==> config.mk <==
export PLATFORM = sky130hd
export DESIGN_NAME = pif_flag_regs
export DESIGN_NICKNAME = d
export VERILOG_FILES = /design/src/pif_pkg.sv /design/src/pif_flag_next.sv /design/src/pif_flag_regs.sv
export SDC_FILE = /design/constraint.sdc
export NUM_CORES = 1
export LEC_CHECK = 0
export BUFFER_PORTS_ARGS = -buffer_cell sky130_fd_sc_hd__buf_2
export CORE_UTILIZATION = 29
export DETAILED_ROUTE_END_ITERATION = 16
export GPL_ROUTABILITY_DRIVEN = 0
export HOLD_SLACK_MARGIN = 0.15
export SKIP_CTS_REPAIR_TIMING = 1
export SLEW_MARGIN = 20
export SYNTH_ARGS = -nofsm -noshare
export SYNTH_HDL_FRONTEND = slang
export SYNTH_HIERARCHICAL = 1
export SYNTH_SLANG_ARGS = --single-unit
==> constraint.sdc <==
create_clock -name pclk -period 5.15 [get_ports pclk]
set_clock_uncertainty 0.05 [all_clocks]
set_input_delay 1.03 -clock pclk [delete_from_list [all_inputs] [get_ports pclk]]
set_output_delay 1.03 -clock pclk [all_outputs]
set_load 0.005 [all_outputs]
==> src/pif_pkg.sv <==
// Purpose: Shared constants and types for the peripheral interrupt flag registers
// Assumes: APB slave with 32-bit data, one word per register
// Notes: Functional notes below use tags R1..R14
//
// Functional notes
// Flags set on events regardless of enables
// Software clears flag before enable and after service
// Bit 7 sets on parallel port access
// Parallel port flag reads zero when absent
// Bit 6 sets on conversion done, sticky
// Bit 5 read-only, receive full, clears on read
// Bit 4 read-only, transmit empty, clears on write
// Bit 3 sets on sync serial done, sticky
// Bit 2 capture/compare event, not PWM
// Bit 1 sets on timer2 period match
// Bit 0 sets on timer1 overflow, sticky
// Second bit 7 sets on oscillator fail
// Second register event flags, bit 5 zero
// Reset to zero, written zero clears flag
package pif_pkg;

    localparam int ADDR_W = 12;
    localparam logic [ADDR_W-1:0] ADDR_FLAGS_ONE = 12'h000;
    localparam logic [ADDR_W-1:0] ADDR_FLAGS_TWO = 12'h004;
    localparam logic [ADDR_W-1:0] ADDR_IRQ_STATUS = 12'h008;
    localparam logic [ADDR_W-1:0] ADDR_IRQ_MASK = 12'h00c;

    // First register bit positions
    localparam int B1_PARALLEL = 7;
    localparam int B1_CONV = 6;
    localparam int B1_RX_FULL = 5;
    localparam int B1_TX_EMPTY = 4;
    localparam int B1_SYNC = 3;
    localparam int B1_CCP1 = 2;
    localparam int B1_TMR2 = 1;
    localparam int B1_TMR1 = 0;
    // Second register bit positions
    localparam int B2_CLK_FAIL = 7;
    localparam int B2_CMP = 6;
    localparam int B2_UNUSED = 5;
    localparam int B2_NV_WRITE = 4;
    localparam int B2_BUS_COLL = 3;
    localparam int B2_VOLT = 2;
    localparam int B2_TMR3 = 1;
    localparam int B2_CCP2 = 0;

    localparam logic [7:0] FLAGS_RST = 8'h00;
    localparam logic [15:0] IRQ_STATUS_RST = 16'h0000;
    localparam logic [15:0] IRQ_MASK_RST = 16'h0000;
    localparam logic [7:0] FLAGS_TWO_IMPL = 8'hdf;

    typedef enum logic [1:0] {
        CCP_CAPTURE,
        CCP_COMPARE,
        CCP_PWM
    } pif_ccp_mode_e;

    // One-cycle event pulses from the peripherals
    typedef struct packed {
        logic parallel_access;
        logic conv_done;
        logic sync_serial_done;
        logic ccp1_event;
        logic tmr2_match;
        logic tmr1_overflow;
        logic clock_fail;
        logic cmp_change;
        logic nv_write_done;
        logic bus_collision;
        logic voltage_detect;
        logic tmr3_overflow;
        logic ccp2_event;
    } pif_evt_s;

    // Serial buffer levels and strobes
    typedef struct packed {
        logic rx_full;
        logic rx_buffer_read;
        logic tx_empty;
        logic tx_buffer_write;
    } pif_serial_s;

    typedef struct packed {
        logic [31:0] prdata;
        logic pready;
        logic pslverr;
        logic irq;
        logic [7:0] flags_one;
        logic [7:0] flags_two;
        logic [15:0] irq_status;
        logic [15:0] irq_mask;
    } pif_state_s;

endpackage : pif_pkg

==> src/pif_flag_next.sv <==
// Purpose: Next value of eight software-cleared sticky flags
// Assumes: Set and clear vectors are one-cycle terms
// Notes: Set has priority over clear
`timescale 1ns/1ns
module pif_flag_next (
    input wire logic [7:0] cur,
    input wire logic [7:0] set,
    input wire logic [7:0] clr,
    input wire logic [7:0] impl,
    output logic [7:0] nxt
);
    generate
        for (genvar i = 0; i < 8; i++) begin : g_bit
            // Event in the clearing cycle is kept
            assign nxt[i] = impl[i] & (set[i] | (cur[i] & ~clr[i]));
        end
    endgenerate
endmodule : pif_flag_next

==> src/pif_flag_regs.sv <==
// Purpose: Two peripheral interrupt flag registers with APB access and interrupt
// Assumes: Event pulses and serial levels synchronous to pclk
// Notes: Zero wait state APB; unmapped addresses answer with pslverr
`timescale 1ns/1ns
module pif_flag_regs #(
    parameter bit HAS_PARALLEL_PORT = 1'b1
) (
    input wire logic pclk,
    input wire logic presetn,
    input wire logic psel,
    input wire logic penable,
    input wire logic pwrite,
    input wire logic [pif_pkg::ADDR_W-1:0] paddr,
    input wire logic [31:0] pwdata,
    output logic [31:0] prdata,
    output logic pready,
    output logic pslverr,
    input wire pif_pkg::pif_evt_s evt,
    input wire pif_pkg::pif_serial_s serial,
    input wire pif_pkg::pif_ccp_mode_e ccp1_mode,
    input wire pif_pkg::pif_ccp_mode_e ccp2_mode,
    output logic [7:0] peripheral_flags_one,
    output logic [7:0] peripheral_flags_two,
    output logic irq
);

    pif_pkg::pif_state_s s_r;
    pif_pkg::pif_state_s s_nxt;

    logic setup;
    logic access;
    logic wr;
    logic hit;
    logic [7:0] set_one;
    logic [7:0] set_two;
    logic [7:0] clr_one;
    logic [7:0] clr_two;
    logic [7:0] impl_one;
    logic [7:0] one_nxt;
    logic [7:0] two_nxt;
    logic [15:0] w1c;

    assign setup = psel & ~penable;
    assign access = psel & penable & s_r.pready;
    assign wr = access & pwrite;
    assign hit = (paddr == pif_pkg::ADDR_FLAGS_ONE) | (paddr == pif_pkg::ADDR_FLAGS_TWO)
               | (paddr == pif_pkg::ADDR_IRQ_STATUS) | (paddr == pif_pkg::ADDR_IRQ_MASK);

    // Parallel port flag absent on small packages
    assign impl_one = {HAS_PARALLEL_PORT, 7'h7f};

    // Events set flags with no regard to any enable
    always_comb begin
        set_one = 8'h00;
        set_one[pif_pkg::B1_PARALLEL] = evt.parallel_access;
        set_one[pif_pkg::B1_CONV] = evt.conv_done;
        set_one[pif_pkg::B1_SYNC] = evt.sync_serial_done;
        // Capture/compare flag is unused in PWM mode
        set_one[pif_pkg::B1_CCP1] = evt.ccp1_event & (ccp1_mode != pif_pkg::CCP_PWM);
        set_one[pif_pkg::B1_TMR2] = evt.tmr2_match;
        set_one[pif_pkg::B1_TMR1] = evt.tmr1_overflow;
        set_two = 8'h00;
        set_two[pif_pkg::B2_CLK_FAIL] = evt.clock_fail;
        set_two[pif_pkg::B2_CMP] = evt.cmp_change;
        set_two[pif_pkg::B2_NV_WRITE] = evt.nv_write_done;
        set_two[pif_pkg::B2_BUS_COLL] = evt.bus_collision;
        set_two[pif_pkg::B2_VOLT] = evt.voltage_detect;
        set_two[pif_pkg::B2_TMR3] = evt.tmr3_overflow;
        set_two[pif_pkg::B2_CCP2] = evt.ccp2_event & (ccp2_mode != pif_pkg::CCP_PWM);
    end

    // A written zero clears; a written one leaves the flag alone
    assign clr_one = (wr && paddr == pif_pkg::ADDR_FLAGS_ONE) ? ~pwdata[7:0] : 8'h00;
    assign clr_two = (wr && paddr == pif_pkg::ADDR_FLAGS_TWO) ? ~pwdata[7:0] : 8'h00;
    assign w1c = (wr && paddr == pif_pkg::ADDR_IRQ_STATUS) ? pwdata[15:0] : 16'h0000;

    pif_flag_next u_next_one (
        .cur(s_r.flags_one),
        .set(set_one),
        .clr(clr_one),
        .impl(impl_one),
        .nxt(one_nxt)
    );

    pif_flag_next u_next_two (
        .cur(s_r.flags_two),
        .set(set_two),
        .clr(clr_two),
        .impl(pif_pkg::FLAGS_TWO_IMPL),
        .nxt(two_nxt)
    );

    always_comb begin
        s_nxt = s_r;
        s_nxt.pready = setup;
        s_nxt.pslverr = setup & ~hit;
        if (setup) begin
            case (paddr)
                pif_pkg::ADDR_FLAGS_ONE: begin
                    s_nxt.prdata = {24'h000000, s_r.flags_one};
                end
                pif_pkg::ADDR_FLAGS_TWO: begin
                    s_nxt.prdata = {24'h000000, s_r.flags_two};
                end
                pif_pkg::ADDR_IRQ_STATUS: begin
                    s_nxt.prdata = {16'h0000, s_r.irq_status};
                end
                pif_pkg::ADDR_IRQ_MASK: begin
                    s_nxt.prdata = {16'h0000, s_r.irq_mask};
                end
                default: begin
                    s_nxt.prdata = 32'h00000000;
                end
            endcase
        end
        s_nxt.flags_one = one_nxt;
        // Serial flags mirror the buffer state; writes cannot touch them
        s_nxt.flags_one[pif_pkg::B1_RX_FULL] = serial.rx_full & ~serial.rx_buffer_read;
        s_nxt.flags_one[pif_pkg::B1_TX_EMPTY] = serial.tx_empty & ~serial.tx_buffer_write;
        s_nxt.flags_two = two_nxt;
        // Rising flags latch into status; a rise beats a same-cycle clear
        s_nxt.irq_status = ({s_nxt.flags_two, s_nxt.flags_one} & ~{s_r.flags_two, s_r.flags_one})
                         | (s_r.irq_status & ~w1c);
        if (wr && paddr == pif_pkg::ADDR_IRQ_MASK) begin
            s_nxt.irq_mask = pwdata[15:0];
        end
        s_nxt.irq = |(s_nxt.irq_status & s_nxt.irq_mask);
    end

    always_ff @(posedge pclk or negedge presetn) begin
        if (!presetn) begin
            s_r.prdata <= 32'h00000000;
            s_r.pready <= 1'b0;
            s_r.pslverr <= 1'b0;
            s_r.irq <= 1'b0;
            s_r.flags_one <= pif_pkg::FLAGS_RST;
            s_r.flags_two <= pif_pkg::FLAGS_RST;
            s_r.irq_status <= pif_pkg::IRQ_STATUS_RST;
            s_r.irq_mask <= pif_pkg::IRQ_MASK_RST;
        end else begin
            s_r <= s_nxt;
        end
    end

    assign prdata = s_r.prdata;
    assign pready = s_r.pready;
    assign pslverr = s_r.pslverr;
    assign irq = s_r.irq;
    assign peripheral_flags_one = s_r.flags_one;
    assign peripheral_flags_two = s_r.flags_two;
endmodule : pif_flag_regs

==> results.yml, run 1 <==
outcome:
  outcome: "finished, final reports clean"
drt:
  drtIter0Drc: 142
  wl_per_cell_microns: 15.7
  wl_met1_microns: 3890
  viasPerCell: 4.52
  drt_pass1_iterations: 4
  dr_wl_met2_microns: 4240
  finalWirelength_microns: 9070
  drc: 0
  dr_wl_met3_microns: 788
  top_layer: "met4"
  via_count: 2617
  ant_nets: 0
cts:
  clkTransAtPathRegs_ns: 0.05
  cts_tree: "done"
  cts_buffers: 9
  clkLatencyLatePin_ns: 0.33
  cts_sinks: 67
  clockBufferDepth: 2
  htreeDepth: 3
  cts_root_buf: "clkbuf_16"
floorplanning:
  dieArea_sq_um: 13100
  pin_count: 121
  core_area_sq_um: 12200
  die_w_microns: 114
  start_util: 0.302
  die_y_microns: 114
  num_rows: 40
timing:
  setup_viol: 0
  post-route-period-util: 0.804
  setup_tns_ns: 0
  slew_viol_final: 0
  maxSlewHeadroom: 0.424
  hold_violations: 0
  hold-worst-slack_ns: 0.427
  tightest_slew_ns: 0.863
  min_period_ns: 4.14
  rsz0062_at_grt: "no"
  max_freq_mhz: 242
final_layout:
  area.growth.synth_to_final_pct: 17.9
  num_antenna_cells: 0
  drive_gt1_frac: 0.355
  finalNetCount: 477
  n_fill_cell: 1230
critical_path:
  crit_type: "input pin to flip-flop"
  worst-r2r-setup-slack_ns: 2.29
  r2r_cells: 9
  path_max_fanout: 8
  worst-path-buf-inv: 1
  path_cells: "buf_2, nor4_4, nand2_1, nor3_2, and3b_1, nand2_1, nor2_1, nor2b_4, o21a_1, a221o_1, a22o_1, nor4_2, nand4_1"
  path_delay_family: "simple AND/OR/NAND/NOR gates"
  crit_top_cell: "nand2_1"
  rr_endpoint: "irq"
  critPathMaxStageDelay_ns: 0.49
  endpoint_kind: "flip-flop"
  arrival_ns: 4.27
  worstPathRequired_ns: 5.28
  r2r_start: "pready"
  slowest_stage: "nor4_4"
  cp-start-kind: "input pin"
global_route:
  grt_pass1_wl_microns: 14400
  antenna_found_initial: 1
  grt_usage: 0.149
  overflow: 0
  grt_pass1_vias: 2632
  grt_max_degree: 68
job:
  drv_cap: 0
yosys:
  syn_inst: 332
  ys_warn_count: 6
  syn-cell-area_sq_um: 3670
  syn_area_per_cell_sq_um: 11.0
worst_hold_path:
  min-delay-start: "prdata[14]"
  worstHoldPathType: "flip-flop to flip-flop"
  min_to: "prdata[14]"
  holdPathStages: 2
pwr:
  p_sw_frac: 0.225
  p_leak_nw: 2.14
  p_total_mw: 1.24
  cellPowerDensity_nw_per_um2: 286
  internal_power_uw: 957
  vdd_drop_max_v: 0.000119
  combinationalPowerShare: 0.089
  clock_power_share: 0.469
  p_sw_uw: 278
  seqPwrFrac: 0.442
place:
  numPortBuffers: 88
  dp_hpwl_microns: 6880
power groups by stage:
stage                     Sequential [mW]  Combinational [mW]  Clock, mW
after floorplan                     0.552              0.0730          0
after global placement              0.555               0.110          0
after detailed placement            0.555               0.111          0
after CTS                           0.546               0.112      0.593
after global routing                0.547               0.124      0.620
final                               0.546               0.110      0.579
flip-flops by register name, indices dropped and copies added, names as in the netlist:
| signal | count |
|---|---|
| irq | 1 |
| peripheral_flags_two | 8 |
| pready | 1 |
| peripheral_flags_one | 8 |
| prdata | 16 |
| pslverr | 1 |
| s_r | 32 |
metrics by stage:
step	utilization	cells	instance area (sq um)	setup WS, ns
2_1_floorplan	-	361	3780	1.41
3_3_place_gp	0.333	564	4050	0.678
3_5_place_dp	0.333	564	4050	0.611
4_1_cts	0.356	579	4330	0.943
5_1_grt	0.356	579	4330	0.749
6_report	0.356	579	4330	1.01
cell type report:
class / instances / area (sq um) / area share
Multi-Input combinational cell: 221 / 1640 / 0.379
Tap cell: 168 / 210 / 0.0486
Clock buffer: 12 / 236 / 0.0547
Clock inverter: 3 / 40.0 / 0.00926
Timing Repair Buffer: 90 / 455 / 0.105
Sequential cell: 67 / 1680 / 0.388
Inverter: 18 / 67.6 / 0.0156
cell usage in the layout (no fill, tap or decap), types with 2 or more instances in the layout:
cell and instances:
a21boi_0 6, a221o_1 8, a221oi_1 3, a222oi_1 5, a22o_1 6, a22oi_1 2
and4_1 2, buf_2 88, buf_4 2, clkbuf_1 3, clkbuf_16 9, clkinv_2 2
conb_1 31, dfrtp_1 67, inv_1 18, mux2_2 14, mux2_4 4, mux2i_1 11
nand2_1 24, nand4_4 2, nor2_1 18, nor2b_1 14, nor2b_4 14, nor4_4 2
o21a_1 17, o21ai_0 5, o21ai_1 17, or2_2 3
layer usage:
metal | GRT usage | vias to the layer above
met3 | 0.0344 | 10
li1 | - | 1238
met2 | 0.234 | 92
met5 | 0 | -
met4 | 0.0719 | 0
met1 | 0.195 | 1277
how the worst max path moves through the flow:
stage                        start  endpoint  slack [ns]  cells after the start
final                     paddr[9]       irq        1.01                     13
after floorplan           paddr[5]       irq        1.41                     12
after CTS                 paddr[9]       irq        0.94                     13
after global placement    paddr[9]       irq        0.68                     13
after global routing      paddr[9]       irq        0.75                     13
after detailed placement  paddr[9]       irq        0.61                     13
worst min-delay path, stage by stage (launching register included):
cell and delay [ns]:
dfrtp_1 0.33, nand2_1 0.05, o21ai_1 0.06
(Power assumes the default switching activity.)
==> inputs of run 2 (changes only) <==
==> constraint.sdc (replaced) <==
create_clock -name pclk -period 3.9 [get_ports pclk]
set_clock_uncertainty 0.05 [all_clocks]
set_input_delay 0.78 -clock pclk [delete_from_list [all_inputs] [get_ports pclk]]
set_output_delay 0.78 -clock pclk [all_outputs]
set_load 0.005 [all_outputs]
==> run 2 against run 1 <==
Net effect:
- global-route usage rose by 0.12 points
- design area rose by 1.8%
- total power is 33% higher
- largest cell class unchanged
- hold slack worse by 0.055 ns
- first-iteration DRC count decreased by 21%
==> results.yml, run 2 (synthesized netlist as in run 1, its figures left out) <==
timing:
  setup_tns_ns: 0
  worst_slack_ns: 0.532
  min_period_ns: 3.37
  hold_violations: 0
  hold-worst-slack_ns: 0.372
  post-route-period-util: 0.864
  rsz0062_at_grt: "no"
  maxSlewHeadroom: 0.575
  setup_viol: 0
  tightest_slew_ns: 0.638
  slew_viol_final: 0
  max_freq_mhz: 297
pwr:
  combinationalPowerShare: 0.091
  p_sw_uw: 366
  vdd_drop_max_v: 0.000173
  internal_power_mw: 1.28
  p_sw_frac: 0.223
  clock_power_share: 0.470
  seqPwrFrac: 0.440
  cellPowerDensity_nw_per_um2: 373
  p_leak_nw: 2.19
critical_path:
  worstPathRequired_ns: 4.03
  crit_top_cell: "nand2_1"
  endpoint_kind: "flip-flop"
  path_max_fanout: 7
  path_cells: "buf_2, nor4_4, nand2_1, nor3_2, and3b_1, nand2_1, nor2_1, nor2b_4, o21a_1, a221o_1, a22o_1, nor4_2, nand4_1"
  critPathMaxStageDelay_ns: 0.37
  crit_type: "input pin to flip-flop"
  arrival_ns: 3.50
  cp-start-kind: "input pin"
  slowest_stage: "a221o_1"
drt:
  drc: 0
  via_count: 2548
  dr_wl_met3_microns: 644
  drtIter0Drc: 112
  wl_met1_microns: 4210
  top_layer: "met4"
  ant_nets: 0
  viasPerCell: 4.33
  drt_pass1_iterations: 7
  wl_per_cell_microns: 15.8
  dr_wl_met2_microns: 4340
  finalWirelength_microns: 9280
global_route:
  grt_usage: 0.151
  grt_pass1_vias: 2693
  overflow: 0
  grt_pass1_wl_microns: 14600
  antenna_found_initial: 1
  grt_max_degree: 28
final_layout:
  largest_register_ffs: 32
  reg_top3: "s_r: 32 flops, prdata: 16 flops"
  finalNetCount: 485
  n_fill_cell: 1261
  top_register: "s_r"
  num_antenna_cells: 0
  final_cell_mix: "88 x buf_2, 67 x dfrtp_1, 31 x conb_1"
  area.growth.synth_to_final_pct: 20.0
  drive_gt1_frac: 0.371
  final_common_cell: "buf_2"
job:
  drv_cap: 0
floorplanning:
  dieArea_sq_um: 13100
  die_y_microns: 114
  pin_count: 121
  start_util: 0.302
  num_rows: 40
  core_area_sq_um: 12200
  die_w_microns: 114
outcome:
  outcome: "finished, final reports clean"
place:
  numPortBuffers: 88
  place_ws_ns: 0.0974
  dp_hpwl_microns: 7290
cts:
  cts_tree: "done"
  clkLatencyLatePin_ns: 0.32
  cts_sinks: 67
  htreeDepth: 3
  cts_buffers: 9
  clkTransAtPathRegs_ns: 0.05
  clockBufferDepth: 2
  cts_root_buf: "clkbuf_16"
worst_hold_path:
  worstHoldPathType: "input pin to asynchronous set/reset pin"
run 2: changes by cell type in the layout (fill, tap and decap cells not counted):
cell	delta
clkinv_2	-1
clkbuf_1	-1
bufinv_16	-1
clkbuf_8	+4
buf_4	+8
run 2: layout make-up:
class / count / area (sq um) / area share
clock buffers: 15 / 288 / 0.0654
clock inverters: 1 / 5.00 / 0.00114
inverters: 18 / 67.6 / 0.0153
multi-input cells: 221 / 1640 / 0.372
flip-flops and latches: 67 / 1680 / 0.381
well taps: 168 / 210 / 0.0478
repair buffers: 98 / 515 / 0.117
run 2: path summary, 6_finish.rpt:
| kind | from | endpoint | slack [ns] | cells after the start |
|---|---|---|---|---|
| max | paddr[9] | irq | 0.53 | 13 |
| min | presetn | s_r[19] | 0.37 | 1 |
| max reg2reg | pready | irq | 1.04 | 9 |
| min reg2reg | prdata[15] | prdata[15] | 0.43 | 2 |
| max in group asynchronous | presetn | peripheral_flags_two[4] | 2.67 | 2 |
| min in group pclk | prdata[15] | prdata[15] | 0.43 | 2 |
run 2: critical path, delay by kind of cell:
family | cells | cell delay [ns]
AOI/OAI and AO/OA | 3 | 0.82
buffers and inverters | 1 | 0.11
and+or+nand+nor | 9 | 1.77
run 2: power groups by stage:
| stage | sequential, mW | combinational, mW | clock (mW) |
|---|---|---|---|
| final | 0.722 | 0.149 | 0.771 |
| after global routing | 0.723 | 0.166 | 0.820 |
| after CTS | 0.722 | 0.151 | 0.789 |
| after detailed placement | 0.734 | 0.150 | 0 |
| after global placement | 0.733 | 0.148 | 0 |
| after floorplan | 0.729 | 0.0964 | 0 |
run 2: metal layers:
layer  GRT usage  vias to the layer above
met3      0.0424                        6
met4      0.0416                        0
met1       0.202                     1207
met2       0.238                       85
li1            -                     1250
met5           0                        -
run 2: metrics by stage:
step	instance area (sq um)	cells	utilization	total power, mW
after floorplan	3780	361	-	0.826
after global placement	4110	572	0.338	0.881
after detailed placement	4110	572	0.338	0.884
after CTS	4400	588	0.362	1.66
after global routing	4400	588	0.362	1.71
final	4400	588	0.362	1.64
==> inputs of run 3 (changes only) <==
--- a/config.mk
+++ b/config.mk
@@ -10,6 +10,7 @@
 export DETAILED_ROUTE_END_ITERATION = 16
 export GPL_ROUTABILITY_DRIVEN = 0
 export HOLD_SLACK_MARGIN = 0.15
+export MAX_ROUTING_LAYER = met4
 export SKIP_CTS_REPAIR_TIMING = 1
 export SLEW_MARGIN = 20
 export SYNTH_ARGS = -nofsm -noshare
==> run 3 against run 2 <==
Net effect:
- sequential share of layout area barely moved
- total power barely moved
- global-route usage rose by 0.42 points
- critical path type unchanged
- design area barely moved
- clock power barely moved
- critical path depth did not move
- combinational power barely moved
- first-iteration DRC count rose by 40%
- critical endpoint unchanged
- cell count rose by 0.17%
==> results.yml, run 3 (synthesized netlist as in run 1, its figures left out) <==
outcome:
  outcome: "finished, final reports clean"
final_layout:
  fin_util: 0.362
  final_cells: 589
  finalNetCount: 485
  drive_gt1_frac: 0.371
  final_common_cell: "buf_2"
  n_fill_cell: 1260
  largest_register_ffs: 32
  top_register: "s_r"
  reg_top3: "s_r: 32 flops, prdata: 16 flops"
  area.growth.synth_to_final_pct: 20.1
  final_cell_mix: "88 x buf_2, 67 x dfrtp_1, 31 x conb_1"
  multi_input_area_sq_um: 1640
  seqCellArea_sq_um: 1680
drt:
  wl_per_cell_microns: 15.7
  finalWirelength_microns: 9240
  drt_pass1_iterations: 5
  via_count: 2577
  ant_nets: 0
  drtIter0Drc: 157
  drc: 0
  viasPerCell: 4.38
cts:
  clkLatencyLatePin_ns: 0.32
  htreeDepth: 3
  cts_buffers: 9
  cts_sinks: 67
  clockBufferDepth: 2
  cts_root_buf: "clkbuf_16"
  clkTransAtPathRegs_ns: 0.05
  cts_tree: "done"
timing:
  hold_violations: 0
  min_period_ns: 3.37
  tightest_slew_ns: 0.640
  setup_tns_ns: 0
  post-route-period-util: 0.865
  rsz0062_at_grt: "no"
  max_freq_mhz: 296
  maxSlewHeadroom: 0.573
  hold-worst-slack_ns: 0.372
  slew_viol_final: 0
  setup_viol: 0
critical_path:
  worstPathRequired_ns: 4.03
  arrival_ns: 3.51
  path_max_fanout: 7
  crit_type: "input pin to flip-flop"
  endpoint_kind: "flip-flop"
  cp-start-kind: "input pin"
  worst-r2r-setup-slack_ns: 1.05
  r2r_cells: 9
floorplanning:
  start_util: 0.302
  die_y_microns: 114
  dieArea_sq_um: 13100
  die_w_microns: 114
  core_area_sq_um: 12200
  num_rows: 40
  pin_count: 121
pwr:
  p_leak_nw: 2.19
  vdd_drop_max_v: 0.000173
  cellPowerDensity_nw_per_um2: 372
place:
  dp.cells: 572
  dp_hpwl_microns: 7290
  numPortBuffers: 88
job:
  drv_cap: 0
global_route:
  grt_max_degree: 28
  grt_pass1_wl_microns: 14600
  antenna_found_initial: 1
  grt_pass1_vias: 2697
  grt_usage: 0.155
  overflow: 0
worst_hold_path:
  worstHoldPathType: "input pin to asynchronous set/reset pin"
-- run 3: cell types whose count changed in the layout (fill, tap and decap cells not counted) --
cell,previous run,this run
diode_2,0,1
-- run 3: worst max-delay path: stages --
cell	delay [ns]
buf_2	0.11
nor4_4	0.32
nand2_1	0.11
nor3_2	0.14
and3b_1	0.20
nand2_1	0.27
nor2_1	0.27
nor2b_4	0.05
o21a_1	0.20
a221o_1	0.37
a22o_1	0.26
nor4_2	0.29
nand4_1	0.13
-- run 3: metal layers --
metal	wire (microns)	part of all wire	global-route usage	vias to the layer above
li1	-	-	-	1257
met1	4210	0.46	0.202	1229
met2	4370	0.47	0.239	85
met3	578	0.063	0.0392	6
met4	85	0.0092	0.0416	0
met5	0	0	-	-
-- run 3: final timing paths --
path                                 start                       to
worst max register to register      pready                      irq
max in group asynchronous          presetn  peripheral_flags_two[4]
min in group pclk               prdata[15]               prdata[15]
worst max-delay path              paddr[9]                      irq
worst min register to register  prdata[15]               prdata[15]
worst min-delay path               presetn                  s_r[19]
-- run 3: through the flow --
step	total power, mW	area [sq um]	setup WS, ns
after detailed placement	0.884	4110	0.0974
after global placement	0.881	4110	0.171
final	1.64	4400	0.527
after floorplan	0.826	3780	0.405
after CTS	1.66	4400	0.433
after global routing	1.71	4400	0.288
-- run 3: where the power goes --
group | switching (mW) | internal (mW)
logic | 0.0803 | 0.0684
clock network | 0.271 | 0.499
registers | 0.0133 | 0.708
-- run 3: area by class of cell --
class / instances / share of cell area
inverters: 18 / 0.0153
diodes: 1 / 0.000568
multi-input cells: 221 / 0.372
clock buffers: 15 / 0.0653
flip-flops and latches: 67 / 0.381
clock inverters: 1 / 0.00114
well taps: 168 / 0.0477
repair buffers: 98 / 0.117
